**config.mk**
```make
export PLATFORM = sky130hd
export DESIGN_NAME = high_side_switch_control
export DESIGN_NICKNAME = d
export VERILOG_FILES = /design/src/high_side_switch_control.v
export VERILOG_INCLUDE_DIRS = /design/src /design/src/src
export SDC_FILE = /design/constraint.sdc
export NUM_CORES = 1
export LEC_CHECK = 0
export BUFFER_PORTS_ARGS = -buffer_cell sky130_fd_sc_hd__buf_2
export CAP_MARGIN = 20
export CORE_UTILIZATION = 56
export CTS_CLUSTER_DIAMETER = 50
export DETAILED_ROUTE_END_ITERATION = 8
export GPL_ROUTABILITY_DRIVEN = 1
export HOLD_SLACK_MARGIN = 0.02
export PLACE_DENSITY = 0.85
export SYNTH_ARGS = -nofsm -noshare
export SYNTH_HDL_FRONTEND = slang
export SYNTH_SLANG_ARGS = --single-unit
```
**constraint.sdc**
```tcl
create_clock -name clk -period 4.26 [get_ports clk]
set_input_delay 0.213 -clock clk [delete_from_list [all_inputs] [get_ports clk]]
set_output_delay 0.213 -clock clk [all_outputs]
set_load 0.03 [all_outputs]
```
**src/hs_switch_regs.vh**
```
`ifndef HS_SWITCH_REGS_VH
`define HS_SWITCH_REGS_VH
// Register word addresses
`define ADDR_CH_SELECT 8'h00
`define ADDR_PROTECT 8'h04
`define ADDR_OV_CFG 8'h08
`define ADDR_TIMER1 8'h0c
`define ADDR_TIMER2 8'h10
`define ADDR_PWM_BASE 8'h14
`define ADDR_WAKE_CFG 8'h24
`define ADDR_FAULT 8'h28
`define ADDR_MODE 8'h2c
`define ADDR_OUT_STATE 8'h30
// Source select codes
`define SRC_OFF 4'h0
`define SRC_ON 4'h1
`define SRC_TIMER1 4'h2
`define SRC_TIMER2 4'h3
`define SRC_PWM1 4'h4
`define SRC_PWM2 4'h5
`define SRC_PWM3 4'h6
`define SRC_PWM4 4'h7
`define SRC_SYNC 4'h8
// Device modes
`define MODE_NORMAL 3'h0
`define MODE_STOP 3'h1
`define MODE_SLEEP 3'h2
`define MODE_RESTART 3'h3
`define MODE_FAILSAFE 3'h4
// Wake pin function code for sync
`define WAKE_FN_SYNC 2'h2
// Protect register field positions
`define PROT_UV_SD_DIS 0
`define PROT_UV_REC 1
`define PROT_LP_OV_SD_DIS 2
// Fault register layout: oc[3:0], ol[7:4], uv 8, ov 9
`define FAULT_UV 8
`define FAULT_OV 9
// Filter times in ns and clock period in ns
`define CLK_PERIOD_NS 40
`define OC_FILTER_NS 16000
`define OL_FILTER_NS 220000
`define OC_FILTER_CYC (`OC_FILTER_NS / `CLK_PERIOD_NS)
`define OL_FILTER_CYC (`OL_FILTER_NS / `CLK_PERIOD_NS)
// Reset values
`define CH_SELECT_RST 16'h0000
`define PROTECT_RST 3'h0
`define OV_CFG_RST 8'h00
`endif

```
**src/high_side_switch_control.v**
```verilog
// Contract
// Output follows its selected drive source
// Configuration writable only in normal mode
// Restart or fail-safe disables all outputs
// Undervoltage switches outputs off unless disabled
// Undervoltage release restores or clears selection
// Undervoltage sets only its own flag
// Overvoltage off unless per-channel disable, normal
// Low-power overvoltage disable keeps outputs on
// Overvoltage release restores or clears per channel
// Overvoltage sets only its own flag
// Overcurrent beyond filter time switches off
// Overcurrent sets flag, clears selection
// Overcurrent flags cleared only by software
// Open load flagged after filter, stays on
// Open-load flags persist until software clears
// Static on/off honoured in normal, stop, sleep
// Two timers with independent period, duty
// Four generators, 10-bit duty, two rates
// Generator starts once assigned to channel; here the generators free-run from reset instead
// Tiny duty values not reproduced faithfully
// Wake function sync makes pin sync input
// Software selects sync after pin configured
// Four-bit source select per channel
//
// Design decisions made here: the placing of the registers and the address-and-strobe port.
`timescale 1ns/10ps
`include "hs_switch_regs.vh"
module high_side_switch_control #(
  parameter OC_FILTER = `OC_FILTER_CYC,
  parameter OL_FILTER = `OL_FILTER_CYC,
  parameter PWM_DIV_SLOW = 64,
  parameter PWM_DIV_FAST = 16
) (
  // Clock, reset, enable
  input wire clk,
  input wire rst_b,
  input wire clk_en,
  // Register port
  input wire [7:0] addr,
  input wire [31:0] wdata,
  input wire wr,
  input wire rd,
  output reg [31:0] rdata,
  // Device mode and supply monitors
  input wire [2:0] device_mode,
  input wire supply_uv,
  input wire supply_ov,
  // Per-channel current comparators
  input wire [3:0] over_current,
  input wire [3:0] under_current,
  // Shared wake/sync pin
  input wire shared_wake_sync_pin,
  // Outputs
  output reg [3:0] high_side_output,
  output reg wake_pin_enabled
);

  reg [15:0] ch_select_reg;
  reg [2:0] protect_reg;
  reg [7:0] ov_cfg_reg;
  reg [31:0] timer_reg [0:1];
  reg [10:0] pwm_reg [0:3];
  reg [1:0] wake_fn_reg;
  reg [3:0] oc_flag_reg;
  reg [3:0] ol_flag_reg;
  reg uv_flag_reg;
  reg ov_flag_reg;
  reg [3:0] uv_off_reg;
  reg [3:0] ov_off_reg;
  reg uv_prev_reg;
  reg ov_prev_reg;
  reg [15:0] tcnt_reg [0:1];
  reg [15:0] slow_div_reg;
  reg [15:0] fast_div_reg;
  reg [9:0] slow_phase_reg;
  reg [9:0] fast_phase_reg;
  reg [15:0] ch_select_next;
  reg [3:0] drive;
  reg [3:0] src_level;
  reg [1:0] timer_level;
  reg [3:0] pwm_level;
  wire normal;
  wire low_power;
  wire sync_in;
  integer i;
  wire [3:0] on_now;
  wire [3:0] oc_hit;
  wire [3:0] ol_hit;
  genvar g;

  assign normal = (device_mode == `MODE_NORMAL);
  assign low_power = (device_mode == `MODE_STOP) || (device_mode == `MODE_SLEEP);
  // sync pin use
  assign sync_in = (wake_fn_reg == `WAKE_FN_SYNC) & shared_wake_sync_pin;

  // Filters only run while the switch is really on
  assign on_now = high_side_output & drive;

  // oc filter
  // ol filter
  generate
    for (g = 0; g < 4; g = g + 1) begin : chan
      persist_filter #(.WIDTH(14), .LIMIT(OC_FILTER)) oc_filter_i (
        .clk(clk), .rst_b(rst_b), .clk_en(clk_en),
        .level(over_current[g]), .armed(on_now[g]), .hit(oc_hit[g]));
      persist_filter #(.WIDTH(14), .LIMIT(OL_FILTER)) ol_filter_i (
        .clk(clk), .rst_b(rst_b), .clk_en(clk_en),
        .level(under_current[g]), .armed(on_now[g]), .hit(ol_hit[g]));
    end
  endgenerate

  // Timer and generator levels
  always @* begin
    for (i = 0; i < 2; i = i + 1) begin
      // timer on phase
      timer_level[i] = (tcnt_reg[i] < timer_reg[i][31:16]);
    end
    for (i = 0; i < 4; i = i + 1) begin
      // duty compare
      // no minimum pulse shaping
      if (pwm_reg[i][10])
        pwm_level[i] = (fast_phase_reg < pwm_reg[i][9:0]);
      else
        pwm_level[i] = (slow_phase_reg < pwm_reg[i][9:0]);
    end
  end

  // Source selection per channel
  always @* begin
    for (i = 0; i < 4; i = i + 1) begin
      // source mux
      case (ch_select_reg[i*4 +: 4])
        `SRC_ON: src_level[i] = 1'b1;
        `SRC_TIMER1: src_level[i] = timer_level[0];
        `SRC_TIMER2: src_level[i] = timer_level[1];
        `SRC_PWM1: src_level[i] = pwm_level[0];
        `SRC_PWM2: src_level[i] = pwm_level[1];
        `SRC_PWM3: src_level[i] = pwm_level[2];
        `SRC_PWM4: src_level[i] = pwm_level[3];
        `SRC_SYNC: src_level[i] = sync_in;
        default: src_level[i] = 1'b0;
      endcase
      // mode gating
      // static modes kept
      drive[i] = src_level[i] & (normal | low_power) & ~uv_off_reg[i] & ~ov_off_reg[i];
    end
  end

  // Selection updates: software write, then hardware clears
  always @* begin
    ch_select_next = ch_select_reg;
    // normal mode only
    if (wr && normal && addr == `ADDR_CH_SELECT)
      ch_select_next = wdata[15:0];
    for (i = 0; i < 4; i = i + 1) begin
      // uv release clear
      if (uv_prev_reg && !supply_uv && uv_off_reg[i] && !protect_reg[`PROT_UV_REC])
        ch_select_next[i*4 +: 4] = `SRC_OFF;
      // ov release clear
      if (ov_prev_reg && !supply_ov && ov_off_reg[i] && !ov_cfg_reg[4+i])
        ch_select_next[i*4 +: 4] = `SRC_OFF;
      // oc clears select
      if (oc_hit[i])
        ch_select_next[i*4 +: 4] = `SRC_OFF;
    end
  end

  always @(posedge clk) begin
    if (!rst_b) begin
      ch_select_reg <= `CH_SELECT_RST;
      protect_reg <= `PROTECT_RST;
      ov_cfg_reg <= `OV_CFG_RST;
      timer_reg[0] <= 32'h0;
      timer_reg[1] <= 32'h0;
      for (i = 0; i < 4; i = i + 1) begin
        pwm_reg[i] <= 11'h0;
      end
      wake_fn_reg <= 2'h0;
      oc_flag_reg <= 4'h0;
      ol_flag_reg <= 4'h0;
      uv_flag_reg <= 1'b0;
      ov_flag_reg <= 1'b0;
      uv_off_reg <= 4'h0;
      ov_off_reg <= 4'h0;
      uv_prev_reg <= 1'b0;
      ov_prev_reg <= 1'b0;
      tcnt_reg[0] <= 16'h0;
      tcnt_reg[1] <= 16'h0;
      slow_div_reg <= 16'h0;
      fast_div_reg <= 16'h0;
      slow_phase_reg <= 10'h0;
      fast_phase_reg <= 10'h0;
      rdata <= 32'h0;
      high_side_output <= 4'h0;
      wake_pin_enabled <= 1'b0;
    end else if (clk_en) begin
      ch_select_reg <= ch_select_next;
      uv_prev_reg <= supply_uv;
      ov_prev_reg <= supply_ov;
      high_side_output <= drive;
      // Wake capability lost while pin serves as sync
      wake_pin_enabled <= (wake_fn_reg != 2'h0) && (wake_fn_reg != `WAKE_FN_SYNC);
      // free-running generators
      // Prescalers set the two generator rates
      if (slow_div_reg >= PWM_DIV_SLOW - 1) begin
        slow_div_reg <= 16'h0;
        slow_phase_reg <= slow_phase_reg + 10'h1;
      end else begin
        slow_div_reg <= slow_div_reg + 16'h1;
      end
      if (fast_div_reg >= PWM_DIV_FAST - 1) begin
        fast_div_reg <= 16'h0;
        fast_phase_reg <= fast_phase_reg + 10'h1;
      end else begin
        fast_div_reg <= fast_div_reg + 16'h1;
      end
      for (i = 0; i < 2; i = i + 1) begin
        if (tcnt_reg[i] >= timer_reg[i][15:0])
          tcnt_reg[i] <= 16'h0;
        else
          tcnt_reg[i] <= tcnt_reg[i] + 16'h1;
      end
      // Configuration writes; frozen outside normal mode
      if (wr && normal) begin
        if (addr == `ADDR_PROTECT)
          protect_reg <= wdata[2:0];
        else if (addr == `ADDR_OV_CFG)
          ov_cfg_reg <= wdata[7:0];
        else if (addr == `ADDR_TIMER1)
          timer_reg[0] <= wdata;
        else if (addr == `ADDR_TIMER2)
          timer_reg[1] <= wdata;
        else if (addr >= `ADDR_PWM_BASE && addr < `ADDR_WAKE_CFG && addr[1:0] == 2'b00)
          pwm_reg[addr[3:2] - 2'h1] <= wdata[10:0];
        else if (addr == `ADDR_WAKE_CFG)
          wake_fn_reg <= wdata[1:0];
      end
      // uv shutdown
      // uv flag only
      if (supply_uv) begin
        uv_flag_reg <= 1'b1;
        if (!protect_reg[`PROT_UV_SD_DIS])
          uv_off_reg <= uv_off_reg | src_level;
      end else begin
        uv_off_reg <= 4'h0;
      end
      // per-channel ov
      // low-power ov disable
      // ov flag only
      if (supply_ov) begin
        ov_flag_reg <= 1'b1;
        for (i = 0; i < 4; i = i + 1)
          if (src_level[i] && !((normal && ov_cfg_reg[i]) ||
              (low_power && protect_reg[`PROT_LP_OV_SD_DIS])))
            ov_off_reg[i] <= 1'b1;
      end else begin
        ov_off_reg <= 4'h0;
      end
      // Flag clear by writing ones; hardware set wins
      if (wr && addr == `ADDR_FAULT) begin
        if (wdata[`FAULT_UV] && !supply_uv)
          uv_flag_reg <= 1'b0;
        if (wdata[`FAULT_OV] && !supply_ov)
          ov_flag_reg <= 1'b0;
      end
      for (i = 0; i < 4; i = i + 1) begin
        // software clear only
        if (oc_hit[i])
          oc_flag_reg[i] <= 1'b1;
        else if (wr && addr == `ADDR_FAULT && wdata[i])
          oc_flag_reg[i] <= 1'b0;
        // sticky open load
        if (ol_hit[i])
          ol_flag_reg[i] <= 1'b1;
        else if (wr && addr == `ADDR_FAULT && wdata[4+i])
          ol_flag_reg[i] <= 1'b0;
      end
      // Read port, data one cycle after strobe
      if (rd) begin
        if (addr == `ADDR_CH_SELECT)
          rdata <= {16'h0, ch_select_reg};
        else if (addr == `ADDR_PROTECT)
          rdata <= {29'h0, protect_reg};
        else if (addr == `ADDR_OV_CFG)
          rdata <= {24'h0, ov_cfg_reg};
        else if (addr == `ADDR_TIMER1)
          rdata <= timer_reg[0];
        else if (addr == `ADDR_TIMER2)
          rdata <= timer_reg[1];
        else if (addr >= `ADDR_PWM_BASE && addr < `ADDR_WAKE_CFG && addr[1:0] == 2'b00)
          rdata <= {21'h0, pwm_reg[addr[3:2] - 2'h1]};
        else if (addr == `ADDR_WAKE_CFG)
          rdata <= {30'h0, wake_fn_reg};
        else if (addr == `ADDR_FAULT)
          rdata <= {22'h0, ov_flag_reg, uv_flag_reg, ol_flag_reg, oc_flag_reg};
        else if (addr == `ADDR_MODE)
          rdata <= {29'h0, device_mode};
        else if (addr == `ADDR_OUT_STATE)
          rdata <= {20'h0, ov_off_reg, uv_off_reg, high_side_output};
        else
          rdata <= 32'h0;
      end else begin
        rdata <= 32'h0;
      end
    end
  end

endmodule // high_side_switch_control

// Saturating persistence filter for one comparator
module persist_filter #(
  parameter WIDTH = 14,
  parameter LIMIT = 400
) (
  // Clock, reset, enable
  input wire clk,
  input wire rst_b,
  input wire clk_en,
  // Comparator level and qualifier
  input wire level,
  input wire armed,
  // Level held past the limit
  output wire hit
);

  reg [WIDTH-1:0] count_reg;
  wire [WIDTH-1:0] limit;

  // Limit must fit the counter width
  assign limit = LIMIT[WIDTH-1:0];
  assign hit = level && (count_reg >= limit);

  // Restarts as soon as the level drops
  always @(posedge clk) begin
    if (!rst_b) begin
      count_reg <= {WIDTH{1'b0}};
    end else if (clk_en) begin
      if (!(level && armed))
        count_reg <= {WIDTH{1'b0}};
      else if (count_reg < limit)
        count_reg <= count_reg + 1'b1;
    end
  end

endmodule // persist_filter

```
Word level (Yosys, flattened, before mapping) --
Memories as Yosys holds them, arrays and structs flattened. Index checks and enable logic that the tools add are counted.
Cells by class: bitwise logic cells 35, $add $sub $neg 15, equality and inequality tests 57, mux-type cells 129, magnitude comparators 32, reduce and logical (&&, ||, !) cells 122
Operators by type and width (number):
- two-way mux 32 bit | 8
- two-way mux 14 bit | 16
- adder 14 x 1 -> 14 bit (second input constant) | 8
- two-way mux 16 bit | 7
- < comparator 10 bit | 8
- two-way mux 1 bit | 72
- adder 16 x 1 -> 16 bit (second input constant) | 4
- == test 4 x 3 -> 1 bit (second input constant) | 16
- two-way mux 12 bit | 5
- two-way mux 4 bit | 15
- logical AND 1 bit | 59
- greater-or-equal comparator 14 x 13 -> 1 bit (second input constant) | 4
- greater-or-equal comparator 14 x 9 -> 1 bit (second input constant) | 4
- < comparator 14 x 13 -> 1 bit (second input constant) | 4
- < comparator 14 x 9 -> 1 bit (second input constant) | 4
- AND reduction 2 bit | 27
- == test 4 x 2 -> 1 bit (second input constant) | 8
- == test 8 x 6 -> 1 bit (second input constant) | 4
- greater-or-equal comparator 16 bit | 2
- < comparator 16 bit | 2
- case mux 1 bit (8 select lines) | 4
- adder 10 x 1 -> 10 bit (second input constant) | 2
- inequality test 2 bit (second input constant) | 10
- nonzero test 2 bit | 9
- 31 further kinds | 88
Word-level totals: word-level logic and storage cells 432, input bits 59, flip-flop bits (word level) 250, memory bits (writable) 140, output and inout bits 37, memories kept 3
Memory list:
- timer_reg | words 2, width 32, rd ports 2, clocked after Yosys merged registers in 0, write ports 2, line high_side_switch_control.v:62 | reg [31:0] timer_reg [0:1];
- pwm_reg | words 4, width 11, rd ports 5, clocked after Yosys merged registers in 0, write ports 4, line high_side_switch_control.v:63 | reg [10:0] pwm_reg [0:3];
- tcnt_reg | words 2, width 16, rd ports 2, clocked after Yosys merged registers in 0, write ports 2, line high_side_switch_control.v:73 | reg [15:0] tcnt_reg [0:1];

Depth between registers and ports, before layout --
Gate-level depths: netlist of run 1.
depth in word-level cells 14, depth in mapped cells 14

By module --
A second synthesis of run 1 with hierarchy kept.
Second synthesis, totals: cells, all modules 2340, area, all modules 22135.0 um^2
By module, submodules not included:
- high_side_switch_control | cells each 1584, area an instance 15513.6 um^2, sequential area each 6966.7 um^2, instances 1
- persist_filter at chan[0].ol_filter_i ... | cells each 112, area an instance 939.7 um^2, sequential area each 280.3 um^2, instances 4
- persist_filter at chan[0].oc_filter_i ... | cells each 77, area an instance 715.7 um^2, sequential area each 280.3 um^2, instances 4

Least setup slack after synthesis of run 1 --
No wires, ideal clock.
kind input-to-reg, from in addr[1], to mem timer_reg[0][0] (enable), library setup time 466 ps, cell stages on the path 5, arrival time 4017 ps, setup slack -223 ps, required time 3794 ps, path buffers 1, cell sequence or4_1 clkbuf_1 nor3_1 nand3b_1 o21ai_0
RTL lines:
- start: declaration | line high_side_switch_control.v:40 | input wire [7:0] addr,
- end: declaration | line high_side_switch_control.v:62

==> results of run 1 <==
## cells in the final DEF (no fill, tap or decap), types with 80 or more instances in the layout
master / netlist / routed
a21oi_1: 151 / 151
dfxtp_1: 250 / 250
and2_1: 101 / 101
buf_2: 2 / 96
inv_1: 156 / 156
edfxtp_1: 140 / 140
ha_1: 161 / 161
nor2_1: 226 / 225
nand3_1: 80 / 80
o21ai_0: 92 / 90
nand2_1: 161 / 161
## where the power goes
group          internal (mW)  switching [mW]
combinational          0.206           0.359
clock                   2.35            1.64
sequential              3.94          0.0840
## how the worst max path moves through the flow
| stage | slack [ns] | end | startpoint |
|---|---|---|---|
| 6_report | 0.19 | chan[0].ol_filter_i.count_reg[9] | tcnt_reg[1][13] |
| 5_1_grt | 0.05 | chan[0].ol_filter_i.count_reg[9] | tcnt_reg[1][13] |
| 4_1_cts | 0.21 | chan[0].oc_filter_i.count_reg[13] | tcnt_reg[1][13] |
| 3_5_place_dp | 0.23 | chan[0].oc_filter_i.count_reg[13] | tcnt_reg[1][13] |
| 3_3_place_gp | 0.32 | chan[0].oc_filter_i.count_reg[13] | tcnt_reg[1][13] |
| 2_1_floorplan | 0.18 | timer_reg[0][32] | addr[1] |
## tightest hold or removal path, stage by stage
cell and delay (ns):
buf_2 0.11, nand2_1 0.07, or3_1 0.11, o31ai_1 0.07
## Yosys cell counts (5+ instances only)
cell type | number | area, µm²
a2111oi_0 | 12 | 105
nor2b_1 | 6 | 37.5
or3_1 | 40 | 250
o21a_1 | 14 | 105
nor3b_1 | 9 | 67.6
xnor2_1 | 29 | 254
a22o_1 | 9 | 78.8
mux2i_1 | 19 | 190
nand2_1 | 161 | 604
a32oi_1 | 6 | 52.6
nand4_1 | 69 | 432
nor2_1 | 226 | 848
o31ai_1 | 28 | 210
inv_1 | 156 | 586
o21ai_0 | 92 | 460
a221o_1 | 6 | 60.1
a22oi_1 | 51 | 383
nor3_1 | 23 | 115
a221oi_1 | 8 | 70.1
or4_1 | 28 | 210
a211oi_1 | 21 | 158
nand2b_1 | 25 | 156
and3_1 | 35 | 219
clkbuf_1 | 68 | 255
and4_1 | 8 | 70.1
a41oi_1 | 6 | 52.6
a21oi_1 | 151 | 756
a21o_1 | 38 | 285
nor4_1 | 15 | 93.8
o22ai_1 | 11 | 68.8
and2_1 | 101 | 632
a31oi_1 | 22 | 138
dfxtp_1 | 250 | 5000
o32a_1 | 5 | 50.1
nand3_1 | 80 | 400
xor2_1 | 39 | 342
o311ai_0 | 5 | 43.8
ha_1 | 161 | 2010
nand3b_1 | 6 | 45.0
edfxtp_1 | 140 | 4200
mux4_2 | 11 | 248
buf_1 | 10 | 37.5
## cells by family after synthesis
logic type / after synthesis / synth area share
flip-flops: 390 / 0.439
AND/OR/NAND/NOR: 849 / 0.207
XOR/XNOR: 68 / 0.0284
buffers and inverters: 239 / 0.0433
multiplexers: 33 / 0.0225
AO/OA/AOI/OAI: 522 / 0.163
adder cells (fa/ha/maj): 161 / 0.0961
## routing by layer
metal / wire (µm) / vias up / global-route usage
li1: - / 8538 / -
met1: 24500 / 8789 / 0.402
met2: 26400 / 947 / 0.490
met3: 5610 / 187 / 0.0629
met4: 2680 / 6 / 0.149
met5: 37 / - / 0
## cell type report
cell class	count	area, µm²	share of cell area
Sequential cell	390	9210	0.385
Clock inverter	24	278	0.0116
Inverter	157	589	0.0247
Clock buffer	59	1260	0.0527
Timing Repair Buffer	165	1080	0.0451
Tap cell	468	586	0.0245
Antenna cell	1	2.50	0.000105
Multi-Input combinational cell	1633	10900	0.456
## through the flow
| step | worst slack (ns) | instances | utilization | instance area [µm²] | total power, mW |
|---|---|---|---|---|---|
| CTS | 0.206 | 2894 | 0.651 | 23900 | 8.58 |
| floorplan | 0.178 | 2262 | - | 21000 | 4.40 |
| global placement | 0.318 | 2780 | 0.600 | 22000 | 4.60 |
| detailed placement | 0.226 | 2781 | 0.601 | 22000 | 4.62 |
| global route | 0.0487 | 2897 | 0.651 | 23900 | 8.79 |
| finish | 0.187 | 2897 | 0.651 | 23900 | 8.58 |
## timing repair
item                                   in CTS  in global routing
hold buffers                               30                  0
endpoints found under the hold margin      56                  0
gates resized for setup                     0                  1
setup endpoints to repair                   0                  1
==> flow_metrics.env, run 1 <==
export IMPL_run_status="finished, final reports clean"
export IMPL_fin_hold_ws_ns=0.0560
export IMPL_hold_start="over_current[2]"
export IMPL_first_pass_iters=5
export IMPL_rsz0062_at_grt="no"
export IMPL_dp_hpwl_um=43200
export IMPL_rows=70
export IMPL_worstPathRequired_ns=4.75
export IMPL_p_per_area_mw_per_mm2=359
export IMPL_clk_path_buf_depth=3
export IMPL_largest_reg_flops=64
export IMPL_cts_buffers=45
export IMPL_die_area_mm2=0.0382
export IMPL_worstSetupEndpointType="flip-flop"
export IMPL_async_reset_ff_frac=0
export IMPL_ys_flop_type="dfxtp_1"
export IMPL_synth_edff_count=140
export IMPL_die_y_um=195
export IMPL_grt_ovfl_total=0
export IMPL_crit_buf_inv=0
export IMPL_hold_viol_final=0
export IMPL_finalMaxSlewViolations=0
export IMPL_leakagePower_nw=9.54
export IMPL_ys_ff_latch=390
export IMPL_grt_util_all_layers=0.308
export IMPL_path_clk_slew_ns=0.06
export IMPL_area_growth_pct=14.1
export IMPL_whs_endpoint="chan[2].oc_filter_i.count_reg[1]"
export IMPL_setup_violations_final=0
export IMPL_min_path_type="input port to flip-flop"
export IMPL_path_class="flip-flop to flip-flop"
export IMPL_via_count=18500
export IMPL_grt_first_pass_wirelength_um=93500
export IMPL_reg2reg_to="chan[0].ol_filter_i.count_reg[9]"
export IMPL_cts_sinks=390
export IMPL_maxSlewHeadroom=0.327
export IMPL_clock_latency_ns=0.59
export IMPL_fin_tns_setup_ns=0
export IMPL_min_path_cells=4
export IMPL_initial_core_util=0.571
export IMPL_startpoint_type="flip-flop"
export IMPL_grt_max_degree=46
export IMPL_drc_errors=0
export IMPL_wl_per_cell_um=20.4
export IMPL_fin_crit_ns=4.07
export IMPL_io_pins=96
export IMPL_skew_ns=0.0310
export IMPL_fp_dieW_um=195
export IMPL_worstMarginPinSlew_ns=1.00
export IMPL_fmax_mhz=246
export IMPL_crit_fanout=11
export IMPL_syn_area_mm2=0.0210
export IMPL_final_nets=2612
export IMPL_slowest_stage="or4_1"
export IMPL_coreArea_mm2=0.0367
export IMPL_postCtsSetupBuffers=0
export IMPL_cpPeakStageDelay_ns=0.57
export IMPL_peakVddDrop_v=0.000293
export IMPL_cap_violations=0
export IMPL_drtAntennaViolNets=0
export IMPL_cts_htree_levels=2
export IMPL_grt_antenna_before_repair=4
export IMPL_cts_root_buf="clkbuf_16"
export IMPL_io_buffers=95
export IMPL_syn_area_per_cell_um2=9.27
export IMPL_synth_fp_nets=2482
export IMPL_cp_data_arrival_time_ns=4.57
export IMPL_drive_above_1_share=0.0984
export IMPL_path_delay_family="simple AND/OR/NAND/NOR gates"
export IMPL_r2r_cells=10
export IMPL_crit_chain="ha_1, nand4_1, or4_1, o32a_1, a31o_1, a32oi_1, nand3_1, a21o_1, or4_1, a21oi_1"
export IMPL_tritoncts="built"
export IMPL_rr_startpoint="tcnt_reg[1][13]"
export IMPL_cp_depth=10
export IMPL_viasPerCell=6.37
export IMPL_grt_pass1_vias=17800
export IMPL_min_period_over_period=0.956
export IMPL_fillers=2798
export IMPL_syn_inst=2262
export IMPL_drtIter0Drc=1945
export IMPL_drt_wl_total_um=59200
export IMPL_seq_area_frac_synth=0.439
export IMPL_cpMostUsedCell="or4_1"
export IMPL_gp_congestion=0.998
export IMPL_synth_warnings=0
export IMPL_ys_types=74
export IMPL_r2r_slack_ns=0.19
(Power assumes the default switching activity.)
==> inputs of run 2 (changes only) <==
CORE_MARGIN = 3   (was not set)
==> run 2 against run 1 <==
Compared with the run above: global-route usage fell by 0.67 points; via count rose by 0.40%; register-to-register slack improved by 0.02 ns; clock skew fell by 0.012 ns; core utilization fell by 0.51 points; combinational power rose by 2%; critical path type unchanged; critical endpoint is now chan[0].ol_filter_i.count_reg[11]; largest cell class unchanged; largest power group unchanged.
==> flow_metrics.env, run 2 (synthesized netlist as in run 1, its figures left out) <==
export IMPL_startpoint_type="flip-flop"
export IMPL_wl_met2_um=26800
export IMPL_min_period_over_period=0.951
export IMPL_fp_dieW_um=199
export IMPL_drtAntennaViolNets=0
export IMPL_multi_input_area_mm2=0.0109
export IMPL_fillers=2820
export IMPL_cts_resized=0
export IMPL_fin_tns_setup_ns=0
export IMPL_cp_startpoint="tcnt_reg[1][13]"
export IMPL_fin_crit_ns=4.05
export IMPL_min_path_type="input port to flip-flop"
export IMPL_cap_violations=0
export IMPL_cts_root_buf="clkbuf_16"
export IMPL_first_pass_iters=6
export IMPL_layout_commonest_cell="dfxtp_1"
export IMPL_wl_met3_um=6400
export IMPL_dr_max_layer_used="met5"
export IMPL_maxSlewHeadroom=0.453
export IMPL_reg2reg_to="chan[0].ol_filter_i.count_reg[11]"
export IMPL_m1WireLength_um=24700
export IMPL_io_pins=96
export IMPL_hold_viol_final=0
export IMPL_hold_start="wdata[3]"
export IMPL_path_clk_slew_ns=0.06
export IMPL_initial_core_util=0.570
export IMPL_run_status="finished, final reports clean"
export IMPL_skew_ns=0.0192
export IMPL_area_growth_pct=13.4
export IMPL_clk_path_buf_depth=3
export IMPL_drt_wl_total_um=60800
export IMPL_grt_max_degree=52
export IMPL_seqCellArea_mm2=0.00921
export IMPL_leakagePower_nw=9.49
export IMPL_rr_startpoint="tcnt_reg[1][13]"
export IMPL_largest_reg_flops=64
export IMPL_postCtsSetupBuffers=0
export IMPL_cts_sinks=390
export IMPL_peakVddDrop_v=0.000261
export IMPL_worstPathRequired_ns=4.76
export IMPL_grt_pass1_vias=17800
export IMPL_dp_hpwl_um=43300
export IMPL_num_antenna_cells=0
export IMPL_r2r_cells=11
export IMPL_mostFrequentLayoutCells="dfxtp_1 (250), nor2_1 (225), nand2_1 (161), ha_1 (161), inv_1 (156)"
export IMPL_cp_data_arrival_time_ns=4.55
export IMPL_fin_cells=2892
export IMPL_io_buffers=95
export IMPL_grt_ovfl_total=0
export IMPL_dp_cells=2782
export IMPL_rsz0062_at_grt="no"
export IMPL_coreArea_mm2=0.0368
export IMPL_viasPerCell=6.41
export IMPL_drive_above_1_share=0.0953
export IMPL_cts_htree_levels=2
export IMPL_clock_latency_ns=0.58
export IMPL_crit_fanout=10
export IMPL_grt_antenna_before_repair=6
export IMPL_r2r_slack_ns=0.21
export IMPL_cp_endpoint="chan[0].ol_filter_i.count_reg[11]"
export IMPL_path_class="flip-flop to flip-flop"
export IMPL_p_per_area_mw_per_mm2=350
export IMPL_rows=70
export IMPL_worstMarginPinSlew_ns=0.814
export IMPL_setup_violations_final=0
export IMPL_cts_buffers=45
export IMPL_via_count=18500
export IMPL_grt_first_pass_wirelength_um=94800
export IMPL_drtIter0Drc=2108
export IMPL_wl_per_cell_um=21.0
export IMPL_die_y_um=199
export IMPL_grt_util_all_layers=0.302
export IMPL_tritoncts="built"
export IMPL_fin_hold_ws_ns=0.0792
export IMPL_finalMaxSlewViolations=0
export IMPL_die_area_mm2=0.0398
export IMPL_fmax_mhz=247
export IMPL_gp_congestion=1.02
export IMPL_final_nets=2613
export IMPL_drc_errors=0
export IMPL_worstSetupEndpointType="flip-flop"
run 2: how the worst min path moves through the flow:
stage                           to  slack, ns  cells after the start
detailed placement       rdata[27]       0.44                      2
global route         ov_cfg_reg[3]       0.07                      3
CTS                  ov_cfg_reg[5]       0.06                      3
global placement         rdata[16]       0.43                      2
floorplan           protect_reg[2]       0.35                      2
finish               ov_cfg_reg[3]       0.08                      3
run 2: area by class of cell:
class	instances	area share
clock buffers	64	0.0542
clock inverters	14	0.00484
inverters	157	0.0248
flip-flops and latches	390	0.387
multi-input cells	1633	0.458
well taps	468	0.0246
repair buffers	166	0.0459
run 2: what timing repair did:
item                       4_1_cts  5_1_grt
setup endpoints to repair        0        0
hold endpoints to repair        57        0
hold buffers                    29        0
run 2: routing by layer:
metal / global-route usage / vias up
li1: - / 8547
met1: 0.401 / 8810
met2: 0.470 / 977
met3: 0.0679 / 192
met4: 0.147 / 14
met5: 0 / -
run 2: worst max-delay path, stage by stage (launching register included):
cell	delay (ns)
edfxtp_1	0.47
ha_1	0.38
nand4_1	0.17
or4_1	0.55
o32a_1	0.39
a31o_1	0.28
a32oi_1	0.23
nand3_1	0.28
buf_4	0.26
a21o_1	0.25
or4_1	0.53
a21oi_1	0.18
run 2: metrics by stage:
step	instance area [µm²]	power [mW]	worst slack [ns]	utilization
global placement	22000	4.59	0.471	0.599
detailed placement	22000	4.62	0.369	0.599
global route	23800	8.54	0.0909	0.646
CTS	23700	8.31	0.298	0.645
finish	23800	8.32	0.209	0.646
floorplan	21000	4.40	0.178	-
run 2: power by group:
| part | internal, mW | switching, mW | total, mW |
|---|---|---|---|
| clock | 2.17 | 1.56 | 3.73 |
| sequential | 3.94 | 0.0831 | 4.02 |
| combinational | 0.208 | 0.367 | 0.575 |
| total | 6.31 | 2.01 | 8.32 |
